File: src/logic/wkev_pkg.sv
// shared constants and types for the wake event enable controller
package wkev_pkg;
    // register byte offsets
    localparam logic [7:0] PM_CTRL_OFS   = 8'h00;  // power_mgmt_control
    localparam logic [7:0] WAKE_CS1_OFS  = 8'h04;  // wake_control_status_1
    localparam logic [7:0] RX_FILT_OFS   = 8'h08;  // rx_filter_control
    localparam logic [7:0] WAKE_SRC_OFS  = 8'h0C;  // wake_source_reg
    // power_mgmt_control fields
    localparam int WS_BIT0      = 0;   // wake status bit 0: phy
    localparam int WS_BIT1      = 1;   // wake status bit 1: mac
    localparam int PHY_WEN_BIT  = 2;
    localparam int LAN_WEN_BIT  = 3;
    localparam int SUSP_LSB     = 4;   // suspend_state_select [5:4]
    localparam int SUSP_REQ_BIT = 6;   // suspend signaling request
    localparam int SUSPENDED_BIT = 7;  // read only: device suspended
    // wake_control_status_1 fields
    localparam int FILT_WEN_BIT = 0;
    localparam int KEEP_WF_BIT  = 1;
    // rx_filter_control fields
    localparam int BYPASS_BIT   = 0;
    localparam int FILT_EN_LSB  = 1;   // filter rule enables [4:1]
    localparam int FILT_W       = 4;
    // wake_source_reg fields
    localparam int SRC_LINK_BIT  = 0;
    localparam int SRC_FRAME_BIT = 1;
    localparam int SRC_PATT_BIT  = 2;
    // reset values
    localparam logic [31:0] PM_CTRL_RST  = 32'h0000_0000;
    localparam logic [31:0] WAKE_CS1_RST = 32'h0000_0000;
    localparam logic [31:0] RX_FILT_RST  = 32'h0000_0000;
    // suspend_state_select encodings
    typedef enum logic [1:0] {
        WKEV_LIGHT0 = 2'b00,
        WKEV_LIGHT1 = 2'b01,
        WKEV_MID2   = 2'b10,
        WKEV_DEEP3  = 2'b11
    } wkev_susp_t;
    // power state, gray along normal -> suspended -> waking
    typedef enum logic [1:0] {
        WKEV_NORMAL  = 2'b00,
        WKEV_SUSPEND = 2'b01,
        WKEV_WAKING  = 2'b11
    } wkev_state_t;
endpackage : wkev_pkg

File: src/logic/wkev_frame_qual.sv
// frame qualification: good-frame test and fifo store decision
`timescale 1ns/1ps
module wkev_frame_qual #(
    parameter int FILT_W = 4                    // number of filter rule enables
) (
    input  wire logic              frmDone,     // end of received frame
    input  wire logic              frmCorrupt,  // fcs or other corruption
    input  wire logic [FILT_W-1:0] frmRuleHit,  // per-rule pass from filter engine
    input  wire logic [FILT_W-1:0] ruleEn,      // enabled rules
    input  wire logic              frmIsWake,   // pattern match on this frame
    input  wire logic              bypassWake,  // bypass filter for wake frames
    output logic                   goodFrame,   // qualifies as good frame
    output logic                   wakeFrmPass  // wake frame may be stored
);
    logic rulesOk;
    // every enabled rule must pass; with no rule enabled any clean frame is good
    assign rulesOk     = &(frmRuleHit | ~ruleEn);
    assign goodFrame   = frmDone & ~frmCorrupt & rulesOk;
    // bypass skips rules, not the corruption check
    assign wakeFrmPass = frmDone & frmIsWake & ~frmCorrupt
                         & (rulesOk | bypassWake);
endmodule : wkev_frame_qual

File: src/logic/wkev_apb_regs.sv
// apb slave handshake and address decode
`timescale 1ns/1ps
module wkev_apb_regs (
    input  wire logic        psel,      // apb select
    input  wire logic        penable,   // apb access phase
    input  wire logic        pwrite,    // apb direction
    input  wire logic [7:0]  paddr,     // apb byte address
    output logic             pready,    // always ready
    output logic             pslverr,   // unmapped address
    output logic             wrStb,     // write takes effect this edge
    output logic             rdStb,     // read data taken this edge
    output logic [3:0]       regSel     // one-hot register select
);
    import wkev_pkg::*;
    logic mapped;
    // zero wait states keeps the master simple
    assign pready = 1'b1;
    always_comb begin
        regSel = 4'h0;
        if (paddr == PM_CTRL_OFS) begin
            regSel = 4'h1;
        end else if (paddr == WAKE_CS1_OFS) begin
            regSel = 4'h2;
        end else if (paddr == RX_FILT_OFS) begin
            regSel = 4'h4;
        end else if (paddr == WAKE_SRC_OFS) begin
            regSel = 4'h8;
        end
    end
    assign mapped  = |regSel;
    assign pslverr = psel & penable & ~mapped;
    assign wrStb   = psel & penable & pwrite & mapped;
    assign rdStb   = psel & penable & ~pwrite;
endmodule : wkev_apb_regs

File: src/logic/wkev_ctrl.sv
// wake source arming, detection and remote wake signaling
//
// Decided for this implementation: the placing of the registers and the APB register port.
`timescale 1ns/1ps
//////////////////////////////////////////////////////////////////////////////
module wkev_ctrl #(
    parameter int FILT_W = 4                         // filter rule count
) (
    input  wire logic              mclk,             // 125 MHz clock
    input  wire logic              rstn,             // async reset, active low
    input  wire logic              psel,             // apb select
    input  wire logic              penable,          // apb enable
    input  wire logic              pwrite,           // apb write
    input  wire logic [7:0]        paddr,            // apb address
    input  wire logic [31:0]       pwdata,           // apb write data
    output logic [31:0]            prdata,           // apb read data
    output logic                   pready,           // apb ready
    output logic                   pslverr,          // apb error
    input  wire logic              phyIrq,           // internal phy interrupt
    input  wire logic              macWakeEvt,       // internal mac wake event
    input  wire logic              usbSuspend,       // usb suspend signaling seen
    input  wire logic              frmDone,          // end-of-frame strobe
    input  wire logic              frmCorrupt,       // frame corrupted
    input  wire logic [FILT_W-1:0] frmRuleHit,       // per-rule pass
    input  wire logic              frmIsWake,        // pattern matched frame
    output logic                   remoteWake,       // remote wake request
    output logic                   wakeEvent,        // wake event level
    output logic                   fifoWrite,        // store this frame
    output logic                   fifoWakeFlag      // wakeup-frame flag in status
);
    import wkev_pkg::*;
    // the rule-enable field spans bits four down to one of the filter register
    if (FILT_W < 1 || FILT_W > 4) begin : g_badFiltW
        $error("FILT_W must be 1..4");
    end
    //////////////////////////////////////////////////////////////////////////
    // bus strobes and frame qualifiers
    logic        wrStb;        // write lands this edge
    logic        rdStb;        // read in access phase
    logic        goodFrame;    // clean frame passing enabled rules
    logic        wakeFrmPass;  // wake frame allowed into the fifo
    logic        frameWake;    // good-frame wake source
    logic        pattWake;     // pattern wake source
    logic        deepSel;      // deep frame-wake suspend selected
    logic [3:0]  regSel;       // one-hot register select
    // flops end in _q, their next values in _d
    logic [31:0] pmCtrl_q;     // power_mgmt_control
    logic [31:0] pmCtrl_d;
    logic [31:0] wcs1_q;       // wake_control_status_1
    logic [31:0] wcs1_d;
    logic [31:0] rxf_q;        // rx_filter_control
    logic [31:0] rxf_d;
    logic [2:0]  src_q;        // wake_source_reg
    logic [2:0]  src_d;
    logic        postWake_q;   // a wake frame has been seen
    logic        postWake_d;
    logic        fifoWrite_q;  // store strobe
    logic        fifoWrite_d;
    logic        wakeFlag_q;   // wakeup-frame flag
    logic        wakeFlag_d;
    logic        rw_q;         // remote wake pulse
    logic        rw_d;
    wkev_state_t st_q;         // power state
    wkev_state_t st_d;
    wkev_apb_regs u_apb (
        .psel    (psel),
        .penable (penable),
        .pwrite  (pwrite),
        .paddr   (paddr),
        .pready  (pready),
        .pslverr (pslverr),
        .wrStb   (wrStb),
        .rdStb   (rdStb),
        .regSel  (regSel)
    );
    wkev_frame_qual #(.FILT_W(FILT_W)) u_qual (
        .frmDone     (frmDone),
        .frmCorrupt  (frmCorrupt),
        .frmRuleHit  (frmRuleHit),
        .ruleEn      (rxf_q[FILT_EN_LSB +: FILT_W]),
        .frmIsWake   (frmIsWake),
        .bypassWake  (rxf_q[BYPASS_BIT]),
        .goodFrame   (goodFrame),
        .wakeFrmPass (wakeFrmPass)
    );
    //////////////////////////////////////////////////////////////////////////
    // wake sources; frame waking needs lan wake enable clear, pattern needs it set
    // good frames only count in the deep frame-wake state; the light states
    // would otherwise wake on ordinary traffic
    assign frameWake = wcs1_q[FILT_WEN_BIT] & ~pmCtrl_q[LAN_WEN_BIT] & goodFrame
                     & deepSel;
    assign pattWake  = pmCtrl_q[LAN_WEN_BIT] & wakeFrmPass;
    // a sticky status bit with its enable wakes immediately, even if set earlier
    assign wakeEvent = (pmCtrl_q[WS_BIT0] & pmCtrl_q[PHY_WEN_BIT])
                     | (pmCtrl_q[WS_BIT1] & pmCtrl_q[LAN_WEN_BIT])
                     | (st_q == WKEV_SUSPEND & frameWake);
    assign remoteWake = rw_q;
    assign fifoWrite    = fifoWrite_q;
    assign fifoWakeFlag = wakeFlag_q;
    //////////////////////////////////////////////////////////////////////////
    // register next values; hardware set wins over software clear
    always_comb begin
        pmCtrl_d = pmCtrl_q;
        wcs1_d   = wcs1_q;
        rxf_d    = rxf_q;
        src_d    = src_q;
        if (wrStb && regSel[0]) begin
            // status bits are write-one-to-clear
            pmCtrl_d[SUSP_REQ_BIT:PHY_WEN_BIT] = pwdata[SUSP_REQ_BIT:PHY_WEN_BIT];
            if (pwdata[WS_BIT0]) pmCtrl_d[WS_BIT0] = 1'b0;
            if (pwdata[WS_BIT1]) pmCtrl_d[WS_BIT1] = 1'b0;
        end
        if (wrStb && regSel[1]) begin
            wcs1_d[KEEP_WF_BIT:FILT_WEN_BIT] = pwdata[KEEP_WF_BIT:FILT_WEN_BIT];
        end
        if (wrStb && regSel[2]) begin
            rxf_d[FILT_EN_LSB+FILT_W-1:BYPASS_BIT] = pwdata[FILT_EN_LSB+FILT_W-1:BYPASS_BIT];
        end
        if (wrStb && regSel[3]) begin
            src_d = src_q & ~pwdata[2:0];                 // write one to clear
        end
        if (phyIrq) pmCtrl_d[WS_BIT0] = 1'b1;
        if (macWakeEvt) pmCtrl_d[WS_BIT1] = 1'b1;
        if (st_q == WKEV_SUSPEND && pmCtrl_q[PHY_WEN_BIT] && pmCtrl_q[WS_BIT0]) begin
            src_d[SRC_LINK_BIT] = 1'b1;
        end
        if (st_q == WKEV_SUSPEND && frameWake) src_d[SRC_FRAME_BIT] = 1'b1;
        if (st_q == WKEV_SUSPEND && pattWake) src_d[SRC_PATT_BIT] = 1'b1;
        if (st_q == WKEV_SUSPEND && pattWake) pmCtrl_d[WS_BIT1] = 1'b1;
        pmCtrl_d[SUSPENDED_BIT] = (st_d != WKEV_NORMAL);
        if (st_d == WKEV_NORMAL && st_q != WKEV_NORMAL) pmCtrl_d[SUSP_REQ_BIT] = 1'b0;
    end
    //////////////////////////////////////////////////////////////////////////
    // power state: suspend on request plus usb suspend, leave on any wake
    always_comb begin
        st_d = st_q;
        rw_d = 1'b0;
        case (st_q)
            WKEV_NORMAL: begin
                if (pmCtrl_q[SUSP_REQ_BIT] && usbSuspend) st_d = WKEV_SUSPEND;
            end
            WKEV_SUSPEND: begin
                if (wakeEvent) begin
                    st_d = WKEV_WAKING;
                    rw_d = 1'b1;
                end
            end
            WKEV_WAKING: begin
                st_d = WKEV_NORMAL;
            end
            default: st_d = WKEV_NORMAL;
        endcase
    end
    //////////////////////////////////////////////////////////////////////////
    // fifo store decision for frames after and at the wake
    always_comb begin
        postWake_d  = postWake_q;
        fifoWrite_d = 1'b0;
        wakeFlag_d  = 1'b0;
        if (st_q == WKEV_SUSPEND && (frameWake || pattWake)) begin
            // the wake frame itself only when asked to keep it
            fifoWrite_d = wcs1_q[KEEP_WF_BIT];
            wakeFlag_d  = wcs1_q[KEEP_WF_BIT];
            postWake_d  = 1'b1;
        end else if (postWake_q && goodFrame) begin
            fifoWrite_d = 1'b1;
        end
        // deep suspend only is a frame-wake state; re-arm on entering any suspend state
        if (st_q == WKEV_NORMAL && st_d == WKEV_SUSPEND) postWake_d = 1'b0;
    end
    // suspend select decode: 11b is the deep frame-wake state
    assign deepSel = (wkev_susp_t'(pmCtrl_q[SUSP_LSB +: 2]) == WKEV_DEEP3);
    //////////////////////////////////////////////////////////////////////////
    // register flops; hardware set and software clear are resolved above
    always_ff @(posedge mclk or negedge rstn) begin
        if (!rstn) begin
            pmCtrl_q <= PM_CTRL_RST;
            wcs1_q   <= WAKE_CS1_RST;
            rxf_q    <= RX_FILT_RST;
            src_q    <= 3'h0;
        end else begin
            pmCtrl_q <= pmCtrl_d;
            wcs1_q   <= wcs1_d;
            rxf_q    <= rxf_d;
            src_q    <= src_d;
        end
    end
    // power state flops
    always_ff @(posedge mclk or negedge rstn) begin
        if (!rstn) begin
            st_q <= WKEV_NORMAL;
            rw_q <= 1'b0;
        end else begin
            st_q <= st_d;
            rw_q <= rw_d;
        end
    end
    // fifo decision flops; the store outputs come straight from here
    always_ff @(posedge mclk or negedge rstn) begin
        if (!rstn) begin
            postWake_q  <= 1'b0;
            fifoWrite_q <= 1'b0;
            wakeFlag_q  <= 1'b0;
        end else begin
            postWake_q  <= postWake_d;
            fifoWrite_q <= fifoWrite_d;
            wakeFlag_q  <= wakeFlag_d;
        end
    end
    //////////////////////////////////////////////////////////////////////////
    // read mux, registered bits only
    always_comb begin
        prdata = 32'h0000_0000;
        if (rdStb && regSel[0]) begin
            prdata = pmCtrl_q;
        end else if (rdStb && regSel[1]) begin
            prdata = wcs1_q;
        end else if (rdStb && regSel[2]) begin
            prdata = rxf_q;
        end else if (rdStb && regSel[3]) begin
            prdata = {29'h0, src_q};
        end
    end
    //////////////////////////////////////////////////////////////////////////
    // register and wake checks
    a_phy_sticky: assert property (@(posedge mclk) disable iff (!rstn)
        phyIrq |=> pmCtrl_q[WS_BIT0])
        else $error("bit 0 cleared under phy irq");
    a_mac_sticky: assert property (@(posedge mclk) disable iff (!rstn)
        macWakeEvt |=> pmCtrl_q[WS_BIT1])
        else $error("bit 1 cleared under mac evt");
    a_phy_wake_now: assert property (@(posedge mclk) disable iff (!rstn)
        pmCtrl_q[WS_BIT0] && pmCtrl_q[PHY_WEN_BIT] |-> wakeEvent)
        else $error("no wake with bit 0 and enable");
    a_lan_wake_now: assert property (@(posedge mclk) disable iff (!rstn)
        pmCtrl_q[WS_BIT1] && pmCtrl_q[LAN_WEN_BIT] |-> wakeEvent)
        else $error("no wake with bit 1 and enable");
    a_link_src_rec: assert property (@(posedge mclk) disable iff (!rstn)
        st_q == WKEV_SUSPEND && pmCtrl_q[PHY_WEN_BIT] && pmCtrl_q[WS_BIT0]
        |=> src_q[SRC_LINK_BIT] && remoteWake)
        else $error("link wake not recorded");
    a_wake_return: assert property (@(posedge mclk) disable iff (!rstn)
        remoteWake |=> st_q == WKEV_NORMAL)
        else $error("no return to normal");
    a_wake_pulse: assert property (@(posedge mclk) disable iff (!rstn)
        remoteWake |=> !remoteWake)
        else $error("remote wake longer than one cycle");
    a_susp_flag: assert property (@(posedge mclk) disable iff (!rstn)
        pmCtrl_q[SUSPENDED_BIT] == (st_q != WKEV_NORMAL))
        else $error("suspended bit out of step with state");
    // frame path checks
    a_good_frame: assert property (@(posedge mclk) disable iff (!rstn)
        goodFrame |-> frmDone && !frmCorrupt && &(frmRuleHit | ~rxf_q[FILT_EN_LSB +: FILT_W]))
        else $error("good frame breaks a rule");
    a_bypass_pass: assert property (@(posedge mclk) disable iff (!rstn)
        frmDone && frmIsWake && !frmCorrupt && rxf_q[BYPASS_BIT] |-> wakeFrmPass)
        else $error("bypassed wake frame refused");
    a_deep_only: assert property (@(posedge mclk) disable iff (!rstn)
        frameWake |-> pmCtrl_q[SUSP_LSB +: 2] == 2'h3)
        else $error("good-frame wake outside deep suspend");
    a_frame_wake: assert property (@(posedge mclk) disable iff (!rstn)
        st_q == WKEV_SUSPEND && frameWake |=> remoteWake)
        else $error("good frame did not wake");
    a_patt_wake: assert property (@(posedge mclk) disable iff (!rstn)
        st_q == WKEV_SUSPEND && pattWake |-> ##[1:2] remoteWake)
        else $error("pattern frame did not wake");
    a_keep_frame: assert property (@(posedge mclk) disable iff (!rstn)
        st_q == WKEV_SUSPEND && (frameWake || pattWake)
        |=> fifoWrite == $past(wcs1_q[KEEP_WF_BIT]))
        else $error("wake frame store wrong");
    a_flag_paired: assert property (@(posedge mclk) disable iff (!rstn)
        fifoWakeFlag |-> fifoWrite)
        else $error("flag without store");
    a_post_store: assert property (@(posedge mclk) disable iff (!rstn)
        postWake_q && st_q != WKEV_SUSPEND && goodFrame |=> fifoWrite)
        else $error("post-wake frame dropped");
    a_bad_dropped: assert property (@(posedge mclk) disable iff (!rstn)
        frmDone && frmCorrupt |=> !fifoWrite)
        else $error("corrupt frame stored");
    // main scenarios
    c_link_wake: cover property (@(posedge mclk) disable iff (!rstn)
        st_q == WKEV_SUSPEND ##1 remoteWake && src_q[SRC_LINK_BIT]);
    c_frame_wake: cover property (@(posedge mclk) disable iff (!rstn)
        deepSel && frameWake && st_q == WKEV_SUSPEND);
    c_patt_store: cover property (@(posedge mclk) disable iff (!rstn)
        fifoWakeFlag ##[1:20] fifoWrite);
    c_patt_wake: cover property (@(posedge mclk) disable iff (!rstn)
        st_q == WKEV_SUSPEND && pattWake ##[1:2] remoteWake);
endmodule : wkev_ctrl

File: config.mk
export PLATFORM = sky130hd
export DESIGN_NAME = wkev_ctrl
export DESIGN_NICKNAME = d
export VERILOG_FILES = /design/src/logic/wkev_pkg.sv /design/src/logic/wkev_frame_qual.sv /design/src/logic/wkev_apb_regs.sv /design/src/logic/wkev_ctrl.sv
export SDC_FILE = /design/constraint.sdc
export NUM_CORES = 1
export LEC_CHECK = 0
export BUFFER_PORTS_ARGS = -buffer_cell sky130_fd_sc_hd__buf_2
export CAP_MARGIN = 5
export CORE_AREA = 3 3 68 70
export DETAILED_ROUTE_END_ITERATION = 7
export DIE_AREA = 0 0 71 73
export HOLD_SLACK_MARGIN = 0.02
export PLACE_DENSITY = 0.81
export SYNTH_ARGS = -nofsm -noshare
export SYNTH_HDL_FRONTEND = slang
export SYNTH_HIERARCHICAL = 1
export SYNTH_SLANG_ARGS = --single-unit
File: constraint.sdc
create_clock -name mclk -period 1.6 [get_ports mclk]
set_input_delay 0.08 -clock mclk [delete_from_list [all_inputs] [get_ports mclk]]
set_output_delay 0.08 -clock mclk [all_outputs]
set_load 0.01 [all_outputs]
==> flow_summary.yaml <==
global_route:
  grt_antenna_before_repair: 0
  grtUsageTotal_pct: 15.34
  grt_pass1_vias: 1419
  grt_first_pass_wirelength_microns: 6292
  grt_max_degree: 25
  grt_overflow: 0
sta:
  fin_tns_setup_ns: -2.300
  fmax_mhz: 532.9
  finalCritPeriodShare_pct: 117.3
  fin_worst_skew_ns: 0.005192
  setup_viol: 17
  finalCriticalPeriod_ns: 1.877
  grt_setup_unrepaired: "yes"
  maxSlewHeadroom_pct: 64.09
  setup_ws_ns: -0.2766
  finalHoldViolations: 0
  slew_viol_final: 0
  tightest_slew_ns: 0.5387
logic_synthesis:
  synth_seq_cells: 24
  synth_cell_types: 39
  synth.yosys.warnings: 6
  ys_seq_area_share_pct: 40.07
  synthCells: 152
  synth_area_per_cell_sq_um: 9.861
  syn_area_sq_um: 1499
setup_path:
  cp-start-kind: "input port"
  r2r_end: "fifoWrite"
  reg2reg_depth: 7
  crit_fanout: 4
  cp.required_ns: 1.52
  arrival_ns: 1.80
  crit_path_end_kind: "output pin"
  r2r_slack_ns: -0.02
  worstReg2RegStart: "rxf_q[1]"
  critPathKind: "in2out"
floorplan:
  die_w_microns: 71
  rows: 23
  die-area_sq_um: 5183
  start_util_pct: 37.20
  die_h_microns: 73
  core_area_sq_um: 4029
  pin_count: 93
placement:
  dpl.hpwl_microns: 2858
  io_buffers: 42
  place_ws_ns: -0.2698
  gp_congestion: 0.8928
  dpl.cell_count: 253
power:
  leakagePower_nw: 1.110
  cellPowerDensity_nw_per_um2: 581.8
  peakVddDrop_mv: 0.4874
clock_tree:
  clockBufferDepth: 2
  cts_tree: "built"
  clk_pin_slew_ns: 0.08
  cts_root_buf: "clkbuf_8"
  clock_latency_ns: 0.26
  cts.sinks: 24
  htreeDepth: 1
  cts_buffers: 3
layout:
  fin_util_pct: 53.82
  final_cell_mix: "buf_2 (39), conb_1 (25), dfrtp_1 (24), buf_4 (24), nand2_1 (12)"
  fillers: 358
  antenna_cells: 0
  fin_nets: 281
  layout-drive-gt1-share_pct: 53.33
  stdcell_count: 275
  final_common_cell: "buf_2"
  seqCellArea_sq_um: 600.6
  multiInputGateArea_sq_um: 897.1
  area_delta_synth_final_pct: 44.66
worst_hold_path:
  min_to: "pmCtrl_q[5]"
  min_path_type: "in2reg"
  hold_path_startpoint: "pwdata[5]"
  hold_depth: 2
route:
  dr.pass1.iters: 4
  num_vias: 1390
  wire_per_inst_microns: 15.23
  avgViaCountPerCell: 5.055
  drc_errors: 0
  drtIter0Drc: 72
  drt_wl_total_microns: 4187
  antenna_left: 0
outcome:
  failed_checks: "negative setup slack"
  outcome: "finished with violations"
run:
  max_cap_violations: 0
flip-flops by register name, summed over array words and instances, names as in the netlist:
signal        flops
src_q             3
pmCtrl_q          8
remoteWake        1
fifoWrite         1
rxf_q             5
st_q              2
postWake_q        1
fifoWakeFlag      1
wcs1_q            2
synth_stat cells (all sizes together):
library cell / number / area [sq um]
nand2: 17 / 63.81
a21bo: 1 / 10.01
nor3b: 1 / 12.51
dfrtp: 24 / 600.6
mux2: 11 / 123.9
nand3: 9 / 45.04
nor4b: 1 / 23.77
nor2: 6 / 22.52
nand3b: 2 / 15.01
nor2b: 2 / 12.51
nand4b: 1 / 8.760
a21oi: 9 / 45.04
nand2b: 4 / 25.02
clkbuf: 1 / 3.750
o2111ai: 1 / 15.01
inv: 5 / 18.77
or2: 1 / 6.260
buf: 29 / 214.0
a211o: 1 / 8.760
nor3: 3 / 25.02
and3: 4 / 25.02
o32a: 1 / 10.01
o41ai: 1 / 16.27
and4bb: 1 / 12.51
nor4bb: 2 / 20.02
o21ai: 2 / 10.00
or4: 1 / 11.26
mux2i: 1 / 10.01
nor4: 2 / 25.02
o21ba: 1 / 10.01
a21o: 1 / 7.510
a221oi: 3 / 26.28
conb: 2 / 7.510
a22oi: 1 / 7.510
routing by layer:
layer	global-route usage [%]	vias to the layer above	part of all wire (%)
met5	0	-	0
met4	8.142	0	3.1
met3	3.030	14	7.8
met2	26.47	77	51
met1	17.99	674	38
li1	-	625	-
worst max-delay path: stages:
cell	delay (ns)
buf_6	0.09
or4_4	0.58
buf_6	0.16
nor4_4	0.29
buf_4	0.21
nor2_2	0.04
a21oi_2	0.14
nor3_2	0.07
buf_2	0.14
worst max-delay path by stage:
stage              from          end  slack [ns]  cells past startpoint
2_1_floorplan  paddr[1]    prdata[0]       -0.06                      6
3_3_place_gp   paddr[1]    prdata[0]       -0.25                      7
3_5_place_dp   paddr[1]  pmCtrl_q[5]       -0.27                      7
4_1_cts        paddr[1]    prdata[2]       -0.23                      9
5_1_grt        paddr[1]    prdata[4]       -0.36                      9
6_report       paddr[1]    prdata[2]       -0.28                      9
stage by stage:
stage	hold WS (ns)	power, mW	instance area [sq um]
floorplan	-0.2156	0.7168	1612
global placement	0.08352	0.7325	1782
detailed placement	0.08602	0.7340	1782
finish	0.03687	1.262	2168
CTS	0.03121	1.271	2051
global route	0.02641	1.314	2168
cell type report:
| cell class | count | area share [%] |
|---|---|---|
| Tap cell | 50 | 2.885 |
| Multi-Input combinational cell | 116 | 41.37 |
| Clock inverter | 1 | 1.385 |
| Sequential cell | 24 | 27.70 |
| Timing Repair Buffer | 76 | 23.89 |
| Inverter | 5 | 0.8656 |
| Clock buffer | 3 | 1.904 |
cells by family (layout without fill, tap and decap cells):
family | after synthesis | count (layout) | synth area share, %
simple gates | 57 | 57 | 23.62
buf+inv | 35 | 85 | 15.78
flops | 24 | 24 | 40.07
compound gates | 22 | 22 | 11.10
mux | 12 | 12 | 8.932
other cells | 2 | 25 | 0.5010
power breakdown:
group	switching (mW)	total [mW]	internal, mW
clock	0.190	0.524	0.334
combinational	0.0804	0.131	0.0508
sequential	0.000303	0.606	0.606
timing repair:
item	in CTS	in global routing
gates resized for setup	14	22
hold endpoints to repair	26	0
setup buffers	11	4
cloned	1	0
setup endpoints to repair	9	26
hold buffers	3	0
pin swaps	4	6
Power figures use the tool's default switching activity.
